**src/core/tsw_pkg.sv**
```systemverilog
// constants for the transceiver status and wake-event block
// assumes a 250 MHz core clock and a digital clock period given below
package tsw_pkg;

	// ----------------------------------------------------------------
	// timing
	// ----------------------------------------------------------------
	localparam int CLK_PERIOD_NS  = 4;
	localparam int DIGITAL_CLOCK_PERIOD_NS      = 4;   // digital clock period
	localparam int DEB_COUNT_DCLK = 8195;
	localparam int DEB_CYC_DEF    = DEB_COUNT_DCLK * DIGITAL_CLOCK_PERIOD_NS
		/ CLK_PERIOD_NS;
	localparam int KEY_HOLD_NS    = 1000; // off-mode key low hold
	localparam int KEY_HOLD_CYC   = (KEY_HOLD_NS + CLK_PERIOD_NS - 1)
		/ CLK_PERIOD_NS;

	// ----------------------------------------------------------------
	// serial command byte
	// ----------------------------------------------------------------
	localparam int BYTE_BITS = 8;
	localparam int CMD_MSB   = 7;
	localparam int CMD_LSB   = 5;
	localparam int ADR_MSB   = 4;
	localparam logic [2:0] CMD_RD_BUF = 3'h0;
	localparam logic [2:0] CMD_WR_BUF = 3'h1;
	localparam logic [2:0] CMD_RD_REG = 3'h2;
	localparam logic [2:0] CMD_WR_REG = 3'h3;
	localparam logic [2:0] CMD_OFF    = 3'h4;
	localparam logic [2:0] CMD_DEL    = 3'h5;
	localparam logic [2:0] BIT_LAST   = 3'h7;

	// ----------------------------------------------------------------
	// status register
	// ----------------------------------------------------------------
	localparam logic [4:0] WAKE_EVENT_STATUS_ADR = 5'h08;
	localparam logic [7:0] BYTE_ZERO             = 8'h00;
	localparam int         KEYS                  = 5;

	typedef enum logic [1:0] {
		PH_CMD  = 2'b01,
		PH_DATA = 2'b10
	} tsw_phase_t;

endpackage

```
**src/core/tsw_sync.sv**
```systemverilog
// two-flop synchroniser for a vector of asynchronous levels
// assumes each bit is an independent level; no bus coherence implied
`timescale 1ns/1ps
module tsw_sync #(
	parameter int W = 1
) (
	input  wire logic         clk,
	input  wire logic         rst_b,
	input  wire logic [W-1:0] d_async,
	output logic      [W-1:0] d_sync
);

	logic [W-1:0] meta_reg;
	logic [W-1:0] sync_reg;

	always_ff @(posedge clk) begin
		if (!rst_b) begin
			meta_reg <= '0;
			sync_reg <= '0;
		end else begin
			meta_reg <= d_async;
			sync_reg <= meta_reg;
		end
	end

	assign d_sync = sync_reg;

endmodule

```
**src/core/tsw_top.sv**
```systemverilog
// status, wake-event and serial register port of the transceiver
// assumes pins are asynchronous; active_mode, buffer_count and
// reg_rd_data come from logic on clk
//
// Summary of operation
// - interrupt on power-on, aux flag or key event
// - status read clears power, aux, interrupt; battery only if recovered
// - status register at address 8
// - key status bit is inverted key level
// - active mode key event restarts debounce
// - debounce end updates keys, interrupts, stops
// - same key again stops debounce silently
// - other key event restarts debounce from zero
// - debounce or power flag forces supply, clock
// - status read or clear command removes interrupt
// - off mode held key wakes, reset low
// - after settling, set key bit and interrupt
// - release reset on good supply and oscillator
// - wake rise sets power flag, irq on rise
// - battery flag clears on recovery plus read
// - off mode aux good sets flag, interrupts
// - active aux rise sets flag, irq on rise
// - byte framing, command then data, MSB first
// - buffer count shifted out during command byte
// - chip select low resets serial port
// - buffer write echoes command and data
// - register reads may run successively
// - command type bits 7..5, address 4..0
`timescale 1ns/1ps
module tsw_top
	import tsw_pkg::*;
#(
	parameter int DEB_CYCLES = DEB_CYC_DEF
) (
	input  wire logic       clk,
	input  wire logic       rst_b,
	input  wire logic       cs,
	input  wire logic       sck,
	input  wire logic       serial_data_in,
	input  wire logic [4:0] key_input,
	input  wire logic       wake_input_pin,
	input  wire logic       aux_operate,
	input  wire logic       aux_above_main,
	input  wire logic       external_supply_out_low,
	input  wire logic       external_supply_out_recovered,
	input  wire logic       dvcc_up,
	input  wire logic       osc_settled,
	input  wire logic       ext_supply_good,
	input  wire logic       active_mode,
	input  wire logic [7:0] buffer_count,
	input  wire logic [7:0] reg_rd_data,
	output logic            serial_data_out,
	output logic            serial_data_out_oe,
	output logic            irq,
	output logic            reset_out_b,
	output logic            supply_on,
	output logic            ext_supply_enable,
	output logic            clk_out_enable,
	output logic [4:0]      reg_addr,
	output logic            reg_wr,
	output logic            buf_wr,
	output logic [7:0]      wr_data,
	output logic            off_cmd
);

	// ----------------------------------------------------------------
	// input synchronisers
	// ----------------------------------------------------------------
	logic       cs_s, sck_s, sdi_s, wake_s, auxop_s, auxmn_s;
	logic       vlow_s, vrec_s, dvcc_s, osc_s, extg_s;
	logic [4:0] key_s, key_low_s;

	// keys synced inverted: cleared flops match released keys
	tsw_sync #(.W(16)) u_sync (
		.clk     (clk),
		.rst_b   (rst_b),
		.d_async ({cs, sck, serial_data_in, ~key_input, wake_input_pin,
			aux_operate, aux_above_main, external_supply_out_low, external_supply_out_recovered,
			dvcc_up, osc_settled, ext_supply_good}),
		.d_sync  ({cs_s, sck_s, sdi_s, key_low_s, wake_s, auxop_s, auxmn_s,
			vlow_s, vrec_s, dvcc_s, osc_s, extg_s})
	);

	assign key_s = ~key_low_s;

	// ----------------------------------------------------------------
	// serial port state
	// ----------------------------------------------------------------
	tsw_phase_t phase_reg, phase_next;
	logic [2:0] bit_reg, bit_next;
	logic [7:0] rx_reg, rx_next, cmd_reg, cmd_next, last_reg, last_next;
	logic [7:0] tx_reg, tx_next, ld_byte, rxb, status_vec;
	logic [4:0] addr_reg, addr_next;
	logic       sck_prev_reg, cs_prev_reg, sdo_reg, sdo_next, oe_reg, oe_next;
	logic       ld_reg, ld_next, dbyte_reg, dbyte_next;
	logic       wr_reg, wr_next, bwr_reg, bwr_next, off_reg, off_next;
	logic       del_irq, stat_rd;
	logic [2:0] ctype;

	assign rxb   = {rx_reg[6:0], sdi_s};
	assign ctype = cmd_reg[CMD_MSB:CMD_LSB];

	// next byte to shift out: read data or echo
	always_comb begin
		if (ctype == CMD_RD_REG) begin
			ld_byte = (addr_reg == WAKE_EVENT_STATUS_ADR) ?
				status_vec : reg_rd_data;
		end else if (ctype == CMD_WR_BUF || ctype == CMD_WR_REG) begin
			ld_byte = last_reg;
		end else begin
			ld_byte = BYTE_ZERO;
		end
	end

	always_comb begin
		phase_next = phase_reg;
		bit_next   = bit_reg;
		rx_next    = rx_reg;
		cmd_next   = cmd_reg;
		last_next  = last_reg;
		tx_next    = tx_reg;
		addr_next  = addr_reg;
		sdo_next   = sdo_reg;
		oe_next    = 1'b1;
		ld_next    = 1'b0;
		dbyte_next = dbyte_reg;
		wr_next    = 1'b0;
		bwr_next   = 1'b0;
		off_next   = 1'b0;
		del_irq    = 1'b0;
		stat_rd    = 1'b0;
		if (!cs_s) begin
			phase_next = PH_CMD;
			bit_next   = '0;
			oe_next    = 1'b0;
			sdo_next   = 1'b0;
			dbyte_next = 1'b0;
			cmd_next   = BYTE_ZERO;
		end else if (!cs_prev_reg) begin
			sdo_next = buffer_count[7];
			tx_next  = {buffer_count[6:0], 1'b0};
		end else if (ld_reg) begin
			sdo_next = ld_byte[7];
			tx_next  = {ld_byte[6:0], 1'b0};
			if (ctype == CMD_RD_REG) begin
				addr_next = addr_reg + 5'h01;
				stat_rd = (addr_reg == WAKE_EVENT_STATUS_ADR);
			end else if (ctype == CMD_WR_REG && dbyte_reg) begin
				addr_next = addr_reg + 5'h01;
			end
		end else if (sck_s && !sck_prev_reg) begin
			rx_next  = rxb;
			bit_next = bit_reg + 3'h1;
			sdo_next = tx_reg[7];
			tx_next  = {tx_reg[6:0], 1'b0};
			if (bit_reg == BIT_LAST) begin
				last_next = rxb;
				ld_next   = 1'b1;
				if (phase_reg == PH_CMD) begin
					phase_next = PH_DATA;
					cmd_next   = rxb;
					addr_next  = rxb[ADR_MSB:0];
					dbyte_next = 1'b0;
					off_next   = (rxb[CMD_MSB:CMD_LSB] == CMD_OFF);
					del_irq    = (rxb[CMD_MSB:CMD_LSB] == CMD_DEL);
				end else begin
					dbyte_next = 1'b1;
					wr_next    = (ctype == CMD_WR_REG);
					bwr_next   = (ctype == CMD_WR_BUF);
				end
			end
		end
	end

	always_ff @(posedge clk) begin
		if (!rst_b) begin
			phase_reg    <= PH_CMD;
			bit_reg      <= '0;
			rx_reg       <= BYTE_ZERO;
			cmd_reg      <= BYTE_ZERO;
			last_reg     <= BYTE_ZERO;
			tx_reg       <= BYTE_ZERO;
			addr_reg     <= '0;
			sdo_reg      <= 1'b0;
			oe_reg       <= 1'b0;
			ld_reg       <= 1'b0;
			dbyte_reg    <= 1'b0;
			wr_reg       <= 1'b0;
			bwr_reg      <= 1'b0;
			off_reg      <= 1'b0;
			sck_prev_reg <= 1'b0;
			cs_prev_reg  <= 1'b0;
		end else begin
			phase_reg    <= phase_next;
			bit_reg      <= bit_next;
			rx_reg       <= rx_next;
			cmd_reg      <= cmd_next;
			last_reg     <= last_next;
			tx_reg       <= tx_next;
			addr_reg     <= addr_next;
			sdo_reg      <= sdo_next;
			oe_reg       <= oe_next;
			ld_reg       <= ld_next;
			dbyte_reg    <= dbyte_next;
			wr_reg       <= wr_next;
			bwr_reg      <= bwr_next;
			off_reg      <= off_next;
			sck_prev_reg <= sck_s;
			cs_prev_reg  <= cs_s;
		end
	end

	// ----------------------------------------------------------------
	// status, debounce and wake state
	// ----------------------------------------------------------------
	logic [4:0]  key_st_reg, key_st_next, key_prev_reg, chg;
	logic [2:0]  deb_key_reg, deb_key_next, first;
	logic [13:0] deb_cnt_reg, deb_cnt_next;
	logic [7:0]  hold_reg, hold_next;
	logic        deb_run_reg, deb_run_next, pwr_reg, pwr_next;
	logic        lowb_reg, lowb_next, aux_reg, aux_next;
	logic        irq_reg, irq_next, set_irq, wake_prev_reg, auxm_prev_reg;
	logic        auxo_prev_reg, kpend_reg, kpend_next, ppend_reg, ppend_next;
	logic        rst_out_reg, rst_out_next, sup_reg, sup_next, wake;
	logic        force_reg, deb_end;

	assign status_vec = {key_st_reg, pwr_reg, lowb_reg, aux_reg};
	assign chg        = key_s ^ key_prev_reg;
	assign deb_end    = deb_run_reg
		&& deb_cnt_reg == 14'(DEB_CYCLES - 1);

	always_comb begin
		first = '0;
		for (int i = KEYS - 1; i >= 0; i--) begin
			if (chg[i]) begin
				first = 3'(i);
			end
		end
	end

	always_comb begin
		key_st_next  = key_st_reg;
		deb_key_next = deb_key_reg;
		deb_run_next = deb_run_reg;
		deb_cnt_next = deb_run_reg ? deb_cnt_reg + 14'h0001 : deb_cnt_reg;
		hold_next    = '0;
		pwr_next     = pwr_reg;
		lowb_next    = lowb_reg;
		aux_next     = aux_reg;
		kpend_next   = kpend_reg;
		ppend_next   = ppend_reg;
		sup_next     = sup_reg;
		rst_out_next = rst_out_reg;
		irq_next     = irq_reg;
		set_irq      = 1'b0;
		wake         = 1'b0;
		if (stat_rd) begin
			pwr_next = 1'b0;
			aux_next = 1'b0;
			irq_next = 1'b0;
			if (vrec_s) begin
				lowb_next = 1'b0;
			end
		end
		if (del_irq) begin
			irq_next = 1'b0;
		end
		if (off_reg) begin
			sup_next = 1'b0;
		end
		if (active_mode) begin
			if (chg != '0) begin
				if (deb_run_reg && chg[deb_key_reg]) begin
					deb_run_next = 1'b0;
				end else begin
					deb_run_next = 1'b1;
					deb_cnt_next = '0;
					deb_key_next = first;
				end
			end else if (deb_end) begin
				key_st_next  = ~key_s;
				set_irq      = 1'b1;
				deb_run_next = 1'b0;
			end
			if (wake_s && !wake_prev_reg) begin
				pwr_next = 1'b1;
				set_irq  = set_irq | !pwr_reg;
			end
			if (auxmn_s && !auxm_prev_reg) begin
				aux_next = 1'b1;
				set_irq  = set_irq | !aux_reg;
			end
		end else begin
			deb_run_next = 1'b0;
			if (key_s != '1) begin
				hold_next = (hold_reg == 8'(KEY_HOLD_CYC)) ?
					hold_reg : hold_reg + 8'h01;
			end
			if (hold_reg == 8'(KEY_HOLD_CYC - 1)) begin
				kpend_next = 1'b1;
				wake       = 1'b1;
			end
			if (wake_s && !wake_prev_reg) begin
				ppend_next = 1'b1;
				wake       = 1'b1;
			end
			if (auxop_s && !auxo_prev_reg) begin
				aux_next = 1'b1;
				set_irq  = 1'b1;
				wake     = 1'b1;
			end
		end
		if (dvcc_s && osc_s && (kpend_reg || ppend_reg)) begin
			kpend_next = 1'b0;
			ppend_next = 1'b0;
			set_irq    = 1'b1;
			if (kpend_reg) begin
				key_st_next = ~key_s;
			end
			if (ppend_reg) begin
				pwr_next = 1'b1;
			end
		end
		if (vlow_s) begin
			lowb_next = 1'b1;
		end
		if (set_irq) begin
			irq_next = 1'b1;
		end
		if (wake) begin
			sup_next     = 1'b1;
			rst_out_next = 1'b0;
		end else if (extg_s && osc_s) begin
			rst_out_next = 1'b1;
		end
	end

	always_ff @(posedge clk) begin
		if (!rst_b) begin
			key_st_reg    <= '0;
			key_prev_reg  <= '1;
			deb_key_reg   <= '0;
			deb_run_reg   <= 1'b0;
			deb_cnt_reg   <= '0;
			hold_reg      <= '0;
			pwr_reg       <= 1'b0;
			lowb_reg      <= 1'b0;
			aux_reg       <= 1'b0;
			kpend_reg     <= 1'b0;
			ppend_reg     <= 1'b0;
			sup_reg       <= 1'b0;
			rst_out_reg   <= 1'b0;
			irq_reg       <= 1'b0;
			force_reg     <= 1'b0;
			wake_prev_reg <= 1'b0;
			auxm_prev_reg <= 1'b0;
			auxo_prev_reg <= 1'b0;
		end else begin
			key_st_reg    <= key_st_next;
			key_prev_reg  <= key_s;
			deb_key_reg   <= deb_key_next;
			deb_run_reg   <= deb_run_next;
			deb_cnt_reg   <= deb_cnt_next;
			hold_reg      <= hold_next;
			pwr_reg       <= pwr_next;
			lowb_reg      <= lowb_next;
			aux_reg       <= aux_next;
			kpend_reg     <= kpend_next;
			ppend_reg     <= ppend_next;
			sup_reg       <= sup_next;
			rst_out_reg   <= rst_out_next;
			irq_reg       <= irq_next;
			force_reg     <= deb_run_reg | pwr_reg;
			wake_prev_reg <= wake_s;
			auxm_prev_reg <= auxmn_s;
			auxo_prev_reg <= auxop_s;
		end
	end

	assign serial_data_out    = sdo_reg;
	assign serial_data_out_oe = oe_reg;
	assign irq                = irq_reg;
	assign reset_out_b        = rst_out_reg;
	assign supply_on          = sup_reg;
	assign ext_supply_enable  = force_reg;
	assign clk_out_enable     = force_reg;
	assign reg_addr           = addr_reg;
	assign reg_wr             = wr_reg;
	assign buf_wr             = bwr_reg;
	assign wr_data            = last_reg;
	assign off_cmd            = off_reg;
endmodule

```
**config.mk**
```make
export PLATFORM = sky130hd
export DESIGN_NAME = tsw_top
export DESIGN_NICKNAME = d
export VERILOG_FILES = /design/src/core/tsw_pkg.sv /design/src/core/tsw_sync.sv /design/src/core/tsw_top.sv
export SDC_FILE = /design/constraint.sdc
export NUM_CORES = 1
export LEC_CHECK = 0
export BUFFER_PORTS_ARGS = -buffer_cell sky130_fd_sc_hd__buf_2
export CAP_MARGIN = 15
export CORE_UTILIZATION = 40
export CTS_CLUSTER_SIZE = 10
export DETAILED_ROUTE_END_ITERATION = 7
export GPL_TIMING_DRIVEN = 0
export PLACE_DENSITY = 0.72
export SLEW_MARGIN = 20
export SYNTH_ARGS = -nofsm -noshare
export SYNTH_HDL_FRONTEND = slang
export SYNTH_SLANG_ARGS = --single-unit
```
**constraint.sdc**
```tcl
create_clock -name clk -period 1.78 [get_ports clk]
set_input_delay 0.178 -clock clk [delete_from_list [all_inputs] [get_ports clk]]
set_output_delay 0.178 -clock clk [all_outputs]
set_load 0.1 [all_outputs]
```
==> results.toml <==
[outcome]
outcome = "complete, but fails checks"
violations = "negative setup slack"

[min_path]
min_path_type = "input pin to register"

[floorplanning]
die-area_um2 = 13000
core-area_um2 = 12100
boundaryPins = 58
dieWidth_um = 114
die_y_um = 114
placementRows = 40
initial_utilization_pct = 41.5

[logic_synthesis]
synth_cells = 549
synth.largest_area_cell = "dfxtp_1"
netlist.area_leader.share_pct = 49.0
async_reset_ff_share_pct = 0
synth.avg_cell_area_um2 = 9.15
synth_ff_type = "dfxtp_1"
ys_types = 50
synth_seq_cells = 123
synth.net_count = 593
synth_area_leaders = "dfxtp_1 49%, mux2i_1 5.0%, nor2_1 4.8%, and2_1 4.4%, nand2_1 3.3%"
synth_area_um2 = 5020
ys_seq_area_share_pct = 49.0
synth_edf_count = 0
yosys_warnings = 0

[worst_setup_path]
required_ns = 2.07
end_kind = "register"
crit_top_cell = "or4_4"
cp_max_fo = 5
critPathSlowestCell = "or4_4"
cp.arrival_ns = 2.16
path_delay_family = "simple AND/OR/NAND/NOR gates"
critPathMaxStageDelay_ns = 0.57
cp_num_buf_inv = 0
startpoint_type = "register"
crit_type = "register to register"
crit_chain = "xnor2_4 -> or4_4 -> or4_4 -> nand3_2 -> a21oi_2"

[route]
ant_nets = 0
routedLengthMet1_um = 5440
wl_met3_um = 604
drtIter0Drc = 174
route.detailed.drc = 0
dr.pass1.iters = 5
dr_wl_met2_um = 5860
route.top_layer_used = "met4"
dr_total_vias = 4274
viasPerCell = 5.12
drt_wl_total_um = 12400
routedWlPerCell_um = 14.8

[global_routing]
grt_usage_pct = 19.6
grt_pass1_wl_um = 19800
grt_pass1_vias = 4153
grt_max_degree = 17
grt_overflow = 0
antenna_found_initial = 0

[cts]
path_clk_slew_ns = 0.05
cts_num_sinks = 123
cts_tree = "done"
htreeDepth = 4
numCtsBuffers = 17
clk_latency_ns = 0.41
cts_buffer_depth = 2
cts_root_buf = "clkbuf_16"

[sta]
rsz0062_at_grt = "true"
finalClockSkew_ns = 0.00579
relSlewSlack_pct = 56.8
worstMarginPinSlew_ns = 0.648
setup_ws_ns = -0.0934
finalHoldViolCount = 0
report.final.slew_viol_count = 0
finalSetupViolCount = 6
min_period_ns = 1.87
holdWs_ns = 0.0574
fmax_mhz = 534
period_share_pct = 105

[placed_design]
place.gp.congestion = 0.829
dpl-instance-area_um2 = 5560
dpl.cell_count = 773
place.port_buffers = 56
dp_worst_setup_slack_ns = -0.284
hpwl_um = 8300

[finish]
n_antenna_cell = 0
syn_to_final_growth_pct = 35.0
final_area_um2 = 6780
final_cells = 835
final_nets = 699
drive_gt1_share_pct = 26.1

[pwr]
leakage_nw = 2.63
pwr_density_cell_nw_per_um2 = 1000
ir_drop_mv = 0.595

[run]
maxCapViolCount = 0
## per-stage QoR
| stage | TNS (ns) | power (mW) | util, % |
|---|---|---|---|
| global placement | -3.52 | 3.25 | 45.9 |
| detailed placement | -5.29 | 3.26 | 45.9 |
| finish | -0.461 | 6.81 | 56.0 |
| floorplan | -0.0748 | 3.14 | - |
| CTS | -0.329 | 6.83 | 54.0 |
| global route | -1.28 | 7.02 | 56.0 |
## synth_stat cells (4+ instances only)
cell / number
mux2i_1: 25
nor2b_1: 8
and2_1: 35
nand2_1: 44
o21a_1: 5
and3_1: 5
nor2_1: 64
xnor2_1: 14
o21ai_0: 17
ha_1: 9
dfxtp_1: 123
nand4_1: 7
nor3_1: 4
a31oi_1: 11
nor4_1: 4
clkbuf_1: 19
a211oi_1: 4
o211ai_1: 16
a21oi_1: 21
inv_1: 18
xor2_1: 16
nand2b_1: 13
nand3_1: 25
## kinds of logic after synthesis
logic type | after synthesis | share of synthesized area, %
mux | 25 | 4.98
xor+xnor | 30 | 5.23
buf+inv | 45 | 3.91
fa+ha+maj | 9 | 2.24
simple gates | 228 | 23.4
compound gates | 89 | 11.2
flops | 123 | 49.0
## cell type report
cell class	count	area [um^2]
Tap cell	168	210
Clock buffer	24	502
Buffer	23	144
Inverter	19	76.3
Fill cell	1029	5330
Clock inverter	7	111
Timing Repair Buffer	90	599
Multi-Input combinational cell	381	2640
Sequential cell	123	2500
## cells in the final DEF, fill, tap and decap left out, drive strengths merged, types with 19 or more instances in the layout
cell    count
a21oi      21
and2       35
buf        82
clkbuf     38
dfxtp     123
inv        19
mux2i      25
nand2      44
nand3      25
nor2       64
o21ai      19
## power breakdown
part / leakage, nW / internal, mW / switching [mW]
Combinational: 1.32 / 0.177 / 0.232
Sequential: 1.01 / 2.82 / 0.0521
Clock: 0.306 / 2.37 / 1.16
## path summary, 6_finish.rpt
check	start	slack, ns	endpoint	depth (start not counted)
worst max-delay path	key_prev_reg[1]	-0.09	key_st_reg[2]	5
worst min register to register	u_sync.d_sync[10]	0.43	key_prev_reg[2]	1
worst max register to register	key_prev_reg[1]	-0.09	key_st_reg[2]	5
worst min-delay path	buffer_count[5]	0.06	tx_reg[6]	3
## worst reg2reg max path, stage by stage (launching register included)
cell	delay, ns
dfxtp_4	0.36
xnor2_4	0.14
or4_4	0.57
or4_4	0.50
nand3_2	0.12
a21oi_2	0.07
## per-layer routing
| metal | vias up | global-route usage (%) |
|---|---|---|
| met3 | 35 | 4.39 |
| met4 | 0 | 10.6 |
| li1 | 2089 | - |
| met1 | 2020 | 23.7 |
| met5 | - | 0 |
| met2 | 130 | 32.6 |
## timing repair
action                                  CTS  global route
hold buffers                             16             0
hold endpoints to repair                 16             0
pin swaps                                 4            24
gates cloned                              0             1
gates resized for setup                  34            43
endpoints found under the setup margin   33            44
setup buffers                            10             7
No activity file was read; power rests on OpenSTA's default activity.
